File: src/anes_pkg.sv
// constants and state types for the auto-negotiation expansion status block
package anes_pkg;
    // ------------------------------------------------------------
    // register map (index times four is the byte address)
    // ------------------------------------------------------------
    localparam logic [5:0] ANES_EXP_IDX = 6'h06;
    localparam logic [5:0] ANES_OVR_IDX = 6'h10;
    localparam logic [7:0] ANES_EXP_ADDR = {ANES_EXP_IDX, 2'b00};
    localparam logic [7:0] ANES_OVR_ADDR = {ANES_OVR_IDX, 2'b00};
    // ------------------------------------------------------------
    // field positions
    // ------------------------------------------------------------
    localparam int ANES_CW_HI = 15;
    localparam int ANES_CW_LO = 5;
    localparam int ANES_CW_W = ANES_CW_HI - ANES_CW_LO + 1;
    localparam int ANES_PF_BIT = 4;
    localparam int ANES_LPNP_BIT = 3;
    localparam int ANES_NP_BIT = 2;
    localparam int ANES_PR_BIT = 1;
    localparam int ANES_LPAN_BIT = 0;
    localparam int ANES_OVR_BIT = 15;
    // ------------------------------------------------------------
    // reset values
    // ------------------------------------------------------------
    localparam logic [ANES_CW_W-1:0] ANES_CW_RST = 11'h000;
    localparam logic ANES_NP_ABLE = 1'b1;
    localparam logic ANES_FLAG_RST = 1'b0;
    localparam logic ANES_OVR_RST = 1'b0;
    localparam logic [31:0] ANES_DAT_RST = 32'h0000_0000;
    // ------------------------------------------------------------
    // state types
    // ------------------------------------------------------------
    typedef struct packed {
        logic flag;
    } anes_latch_t;

    typedef struct packed {
        logic ack;
        logic [31:0] dat;
        logic override;
        logic [ANES_CW_W-1:0] cw;
        logic lp_np;
        logic lp_an;
        logic rst_seen;
    } anes_state_t;
endpackage

File: src/anes_top.sv
// auto-negotiation expansion status register with a classic wishbone slave
// Functional notes
// - reserved bits 15:5 always read zero
// - reserved bits writable only under override
// - bit 4 latches parallel detection fault
// - bit 3 shows partner next page
// - bit 2 always one, local next page
// - bit 1 latches new page received
// - a read of the expansion register clears page received
// - bit 0 set by valid pulse bursts
`timescale 1ns/1ps
`default_nettype none
module anes_top
    import anes_pkg::*;
(
    // clock and reset
    input wire logic clk_i,
    input wire logic rst_i,
    // wishbone slave
    input wire logic wb_cyc_i,
    input wire logic wb_stb_i,
    input wire logic wb_we_i,
    input wire logic [7:0] wb_adr_i,
    input wire logic [3:0] wb_sel_i,
    input wire logic [31:0] wb_dat_i,
    output logic wb_ack_o,
    output logic [31:0] wb_dat_o,
    // negotiation status from the core
    input wire logic par_fault_i,
    input wire logic lp_np_i,
    input wire logic page_rcvd_i,
    input wire logic flp_valid_i,
    // override state and reserved bit contents
    output logic override_o,
    output logic [ANES_CW_W-1:0] override_writable_bit_o
);
    anes_state_t s_reg;
    anes_state_t s_next;
    logic req;
    logic hit_exp;
    logic hit_ovr;
    logic rd_clr;
    logic pf_flag;
    logic pr_flag;
    logic [15:0] exp_view;

    // ------------------------------------------------------------
    // decode
    // ------------------------------------------------------------
    // answer one cycle after the request; ack low again next cycle
    assign req = wb_cyc_i & wb_stb_i & ~s_reg.ack;
    assign hit_exp = (wb_adr_i[7:2] == ANES_EXP_ADDR[7:2]);
    assign hit_ovr = (wb_adr_i[7:2] == ANES_OVR_ADDR[7:2]);
    // the clear lands on the same edge the read data is captured
    assign rd_clr = req & ~wb_we_i & hit_exp;

    // ------------------------------------------------------------
    // latching flags
    // ------------------------------------------------------------
    anes_latch_high_flag u_pf (
        .clk_i(clk_i),
        .rst_i(rst_i),
        .cond_i(par_fault_i),
        .rd_clr_i(rd_clr),
        .flag_o(pf_flag)
    );

    anes_latch_high_flag u_pr (
        .clk_i(clk_i),
        .rst_i(rst_i),
        .cond_i(page_rcvd_i),
        .rd_clr_i(rd_clr),
        .flag_o(pr_flag)
    );

    // ------------------------------------------------------------
    // read view
    // ------------------------------------------------------------
    always_comb begin
        exp_view = 16'h0000;
        // stored reserved contents are never shown to the station
        exp_view[ANES_CW_HI:ANES_CW_LO] = '0;
        exp_view[ANES_PF_BIT] = pf_flag;
        exp_view[ANES_LPNP_BIT] = s_reg.lp_np;
        exp_view[ANES_NP_BIT] = ANES_NP_ABLE;
        exp_view[ANES_PR_BIT] = pr_flag;
        exp_view[ANES_LPAN_BIT] = s_reg.lp_an;
    end

    // ------------------------------------------------------------
    // next state
    // ------------------------------------------------------------
    always_comb begin
        s_next = s_reg;
        s_next.rst_seen = 1'b0;
        s_next.ack = req;
        s_next.lp_np = lp_np_i;
        s_next.lp_an = flp_valid_i;
        if (req) begin
            s_next.dat = ANES_DAT_RST;
            if (!wb_we_i) begin
                if (hit_exp) begin
                    s_next.dat[15:0] = exp_view;
                end else if (hit_ovr) begin
                    s_next.dat[ANES_OVR_BIT] = s_reg.override;
                end
            end else if (hit_exp) begin
                // bits 4:0 take no write at all
                if (s_reg.override) begin
                    if (wb_sel_i[0]) begin
                        s_next.cw[2:0] = wb_dat_i[7:5];
                    end
                    if (wb_sel_i[1]) begin
                        s_next.cw[ANES_CW_W-1:3] = wb_dat_i[15:8];
                    end
                end
            end else if (hit_ovr && wb_sel_i[1]) begin
                s_next.override = wb_dat_i[ANES_OVR_BIT];
            end
        end
    end

    always_ff @(posedge clk_i) begin
        if (rst_i) begin
            s_reg.ack <= 1'b0;
            s_reg.dat <= ANES_DAT_RST;
            s_reg.override <= ANES_OVR_RST;
            s_reg.cw <= ANES_CW_RST;
            s_reg.lp_np <= ANES_FLAG_RST;
            s_reg.lp_an <= ANES_FLAG_RST;
            s_reg.rst_seen <= 1'b1;
        end else begin
            s_reg <= s_next;
        end
    end

    assign wb_ack_o = s_reg.ack;
    assign wb_dat_o = s_reg.dat;
    assign override_o = s_reg.override;
    assign override_writable_bit_o = s_reg.cw;
endmodule
`default_nettype wire

File: src/anes_latch_high_flag.sv
// latching-high status flag with clear on read
`timescale 1ns/1ps
`default_nettype none
module anes_latch_high_flag
    import anes_pkg::*;
(
    // clock and reset
    input wire logic clk_i,
    input wire logic rst_i,
    // condition and read clear
    input wire logic cond_i,
    input wire logic rd_clr_i,
    // flag
    output logic flag_o
);
    anes_latch_t s_reg;
    anes_latch_t s_next;

    // ------------------------------------------------------------
    // flag logic
    // ------------------------------------------------------------
    always_comb begin
        s_next = s_reg;
        // a set in the clearing cycle wins, so an event is never lost
        s_next.flag = cond_i | (s_reg.flag & ~rd_clr_i);
    end

    always_ff @(posedge clk_i) begin
        if (rst_i) begin
            s_reg.flag <= ANES_FLAG_RST;
        end else begin
            s_reg <= s_next;
        end
    end

    assign flag_o = s_reg.flag;
endmodule
`default_nettype wire

File: config.mk
export PLATFORM = sky130hd
export DESIGN_NAME = anes_top
export DESIGN_NICKNAME = d
export VERILOG_FILES = /design/src/anes_pkg.sv /design/src/anes_top.sv /design/src/anes_latch_high_flag.sv
export SDC_FILE = /design/constraint.sdc
export NUM_CORES = 1
export LEC_CHECK = 0
export BUFFER_PORTS_ARGS = -buffer_cell sky130_fd_sc_hd__buf_2
export CORE_UTILIZATION = 41
export CTS_CLUSTER_DIAMETER = 80
export DETAILED_ROUTE_END_ITERATION = 6
export PLACE_DENSITY = 0.84
export RECOVER_POWER = 100
export SLEW_MARGIN = 20
export SYNTH_ARGS = -nofsm -noshare
export SYNTH_HDL_FRONTEND = slang
export SYNTH_SLANG_ARGS = --single-unit
File: constraint.sdc
create_clock -name clk_i -period 2.5 [get_ports clk_i]
set_clock_uncertainty 0.1 [all_clocks]
set_input_delay 0.5 -clock clk_i [delete_from_list [all_inputs] [get_ports clk_i]]
set_output_delay 0.5 -clock clk_i [all_outputs]
set_load 0.01 [all_outputs]
==> out/summary.log <==
INFO  status         outcome=completed
INFO  place          place.detailed.hpwl=1.51mm
INFO  clock_network  cts_max_level=1
INFO  sta            worst_pin_slew=1.21ns
INFO  sta            period_share=0.759
INFO  clock_network  cts_tree=yes
INFO  finish         final_nets=228
INFO  synth          synth-seq-cells=23
INFO  detailed_routing wire_per_inst=10.1µm
INFO  finish         area.growth.synth_to_final=11.2%
INFO  clock_network  cts_resized=0
INFO  clock_network  cts_made_buffers=3
INFO  global_route   total_congestion_overflow=0
INFO  worst_setup_path timing.critical_path.cells=buf_2, or3_1, nor4_1, clkbuf_1, mux2i_1
INFO  worst_setup_path worst-path-max-fanout=8
INFO  sta            finalSetupViolCount=0
INFO  clock_network  cts_sinks=23
INFO  worst_setup_path critical_path_arrival=2.04ns
INFO  worst_setup_path worst_ep_required_time=2.65ns
INFO  floorplan      die-area=3170µm²
INFO  detailed_routing remaining_drc_errors=0
INFO  pwr            p_leak=0.000539µW
INFO  clock_network  max-clock-path-buffers=2
INFO  worst_setup_path endpoint_kind=register
INFO  job            drv_cap=0
INFO  detailed_routing drt-vias-per-instance=4.54
INFO  detailed_routing ant_nets=0
INFO  global_route   grt_pass1_wl=3.38mm
INFO  sta            final_hold_viol_count=0
INFO  synth          netlist-cell-type-count=23
INFO  worst_hold_path worst_min_delay_path_class=input pin to register
INFO  synth          synth_sequential_area_ratio=0.381
INFO  detailed_routing iteration_0_drc_markers=17
INFO  sta            totalNegativeSetupSlack=0ns
INFO  sta            timing.fmax=527MHz
INFO  clock_network  cts.hold.buffers_added=0
INFO  floorplan      placementRows=19
INFO  global_route   grt_start_max_net_pins=40
INFO  worst_setup_path setup.worst_path.start_class=input pin
INFO  clock_network  cts.reportedPaths.clkPinSlew=0.14ns
INFO  worst_setup_path timing.setup.critical_path_class=input pin to register
INFO  finish         layout-drive-gt1-share=0.184
INFO  clock_network  clkLatencyLatePin=0.31ns
INFO  sta            setup_repair_after_global_routing_missed_its_margin=no
INFO  floorplan      fp.dieH=56.3µm
INFO  synth          dominantRegCellSynth=sky130_fd_sc_hd__dfxtp_1
INFO  floorplan      overall_die_width=56.3µm
INFO  pwr            power.density_cell_area=467nW/µm²
INFO  pwr            ir_worst_vdd=0.284mV
INFO  sta            finalMaxSlewViolations=0
INFO  floorplan      floorplan.io_pins=98
INFO  synth          yosysWarningCount=0
INFO  global_route   number_of_antenna_violations_at_the_first_check_in_global_routing=0
INFO  sta            min_period=1.90ns
INFO  sta            timing.max_slew.rel_slack=0.191
INFO  place          placedInstanceArea=1370µm²
INFO  detailed_routing totalWireLength=2.06mm
INFO  synth          post_synth_instance_area=1210µm²
INFO  detailed_routing routed-via-count=931
INFO  worst_setup_path critical-path-slowest-cell=sky130_fd_sc_hd__clkbuf_1
INFO  global_route   grt_resource_usage_total=0.133
INFO  finish         diodes=0
INFO  synth          asr_flop_ratio_synth=0
INFO  clock_network  ctsRootBufferMaster=sky130_fd_sc_hd__clkbuf_4
INFO  finish         finalInstanceArea=1340µm²
INFO  place          globalplace.congestion=0.703
INFO  floorplan      start_util=0.434
INFO  detailed_routing drtPass1Iterations=4
INFO  synth          avgSynthCellArea=9.36µm²
INFO  place          place.port_buffers=46
INFO  floorplan      core=2780µm²
INFO  synth          gate_count_post_synth=129
INFO  synth          synth-edff-count=0
INFO  worst_setup_path maximum_cell_stage_delay_along_the_critical_path=0.48ns
INFO  global_route   grt_pass1_vias=820
INFO  clock_network  cts_setup_buffers=0
-- final timing paths --
| path | start | to | cells after the start | slack (ns) |
|---|---|---|---|---|
| worst min-delay path | lp_np_i | exp_view[3]$_SDFF_PP0_ | 2 | 0.29 |
| worst max register to register | wb_ack_o$_SDFF_PP0_ | override_writable_bit_o[3]$_SDFFE_PP0P_ | 4 | 0.77 |
| worst min register to register | wb_dat_o[15]$_SDFFE_PP0N_ | wb_dat_o[15]$_SDFFE_PP0N_ | 2 | 0.36 |
| worst max-delay path | wb_adr_i[7] | override_writable_bit_o[3]$_SDFFE_PP0P_ | 5 | 0.60 |
-- layout make-up --
class / instances / area (µm²)
Tap cell: 31 / 38.8
Clock buffer: 3 / 22.5
Sequential cell: 23 / 460
Fill cell: 297 / 1440
Clock inverter: 1 / 7.51
Inverter: 4 / 15.0
Timing Repair Buffer: 48 / 216
Multi-Input combinational cell: 95 / 582
-- cell usage in the layout, fill, tap and decap left out --
cell type and instances:
sky130_fd_sc_hd__nand3_1 2, sky130_fd_sc_hd__nand2b_1 24, sky130_fd_sc_hd__nand2_1 2, sky130_fd_sc_hd__o31a_1 2, sky130_fd_sc_hd__clkinvlp_4 1, sky130_fd_sc_hd__nor4_1 3
sky130_fd_sc_hd__o31ai_1 1, sky130_fd_sc_hd__o41ai_1 4, sky130_fd_sc_hd__nor2_1 5, sky130_fd_sc_hd__a21oi_1 1, sky130_fd_sc_hd__or4_1 1, sky130_fd_sc_hd__clkbuf_4 3
sky130_fd_sc_hd__or3b_2 1, sky130_fd_sc_hd__nor2b_1 2, sky130_fd_sc_hd__conb_1 26, sky130_fd_sc_hd__mux2i_1 12, sky130_fd_sc_hd__buf_2 26, sky130_fd_sc_hd__inv_1 4
sky130_fd_sc_hd__or3_1 2, sky130_fd_sc_hd__clkbuf_1 21, sky130_fd_sc_hd__buf_4 1, sky130_fd_sc_hd__nand3b_1 7, sky130_fd_sc_hd__dfxtp_1 23
-- worst max-delay path, delay by kind of cell --
kind / cells / cell delay (ns)
mux: 1 / 0.25
buf+inv: 2 / 0.58
simple gates: 2 / 0.72
-- power by group --
| part | leakage (µW) | internal, µW | switching, µW |
|---|---|---|---|
| registers | 0.000187 | 371 | 1.65 |
| logic | 0.000339 | 31.0 | 44.2 |
| clock network | 0.0000139 | 60.9 | 118 |
| total | 0.000539 | 463 | 164 |
-- kinds of logic after synthesis --
kind of cell / Yosys count / synth area share
buffers and inverters: 36 / 0.193
and+or+nand+nor: 49 / 0.269
AOI/OAI and AO/OA: 8 / 0.0539
DFF: 23 / 0.381
muxes: 12 / 0.0995
other: 1 / 0.00311
-- registers in the layout, summed over array words and instances (netlist names) --
register and flops:
override_writable_bit_o 11, wb_dat_o 6, exp_view 2, override_o 1, u_pf.flag_o 1, u_pr.flag_o 1
wb_ack_o 1
-- Yosys cell counts, types with 2 or more instances --
cell,instances,area share
sky130_fd_sc_hd__dfxtp_1,23,0.38
sky130_fd_sc_hd__inv_1,4,0.012
sky130_fd_sc_hd__nand3b_1,7,0.044
sky130_fd_sc_hd__nor2b_1,2,0.010
sky130_fd_sc_hd__mux2i_1,12,0.099
sky130_fd_sc_hd__nand2b_1,24,0.12
sky130_fd_sc_hd__buf_4,26,0.16
sky130_fd_sc_hd__nor2_1,5,0.016
sky130_fd_sc_hd__nand3_1,2,0.0083
sky130_fd_sc_hd__nand2_1,2,0.0062
sky130_fd_sc_hd__o41ai_1,4,0.029
sky130_fd_sc_hd__clkbuf_1,6,0.019
sky130_fd_sc_hd__o31a_1,2,0.015
-- metrics by stage --
stage	power [µW]	worst slack [ns]	hold slack [ns]	utilization	std cells
detailed placement	458	0.411	0.342	0.492	201
global route	659	0.399	0.298	0.483	205
floorplan	460	0.616	0.329	-	154
finish	627	0.603	0.289	0.483	205
CTS	639	0.750	0.288	0.502	205
global placement	457	0.508	0.338	0.492	201
-- layer usage --
metal / GRT usage / vias up / wire (µm)
met2: 0.240 / 54 / 933
met1: 0.153 / 407 / 949
met3: 0.0276 / 2 / 169
met5: 0 / - / 0
met4: 0.0523 / 0 / 11
li1: - / 468 / -
Note: power is estimated with default switching activity, not from simulation.
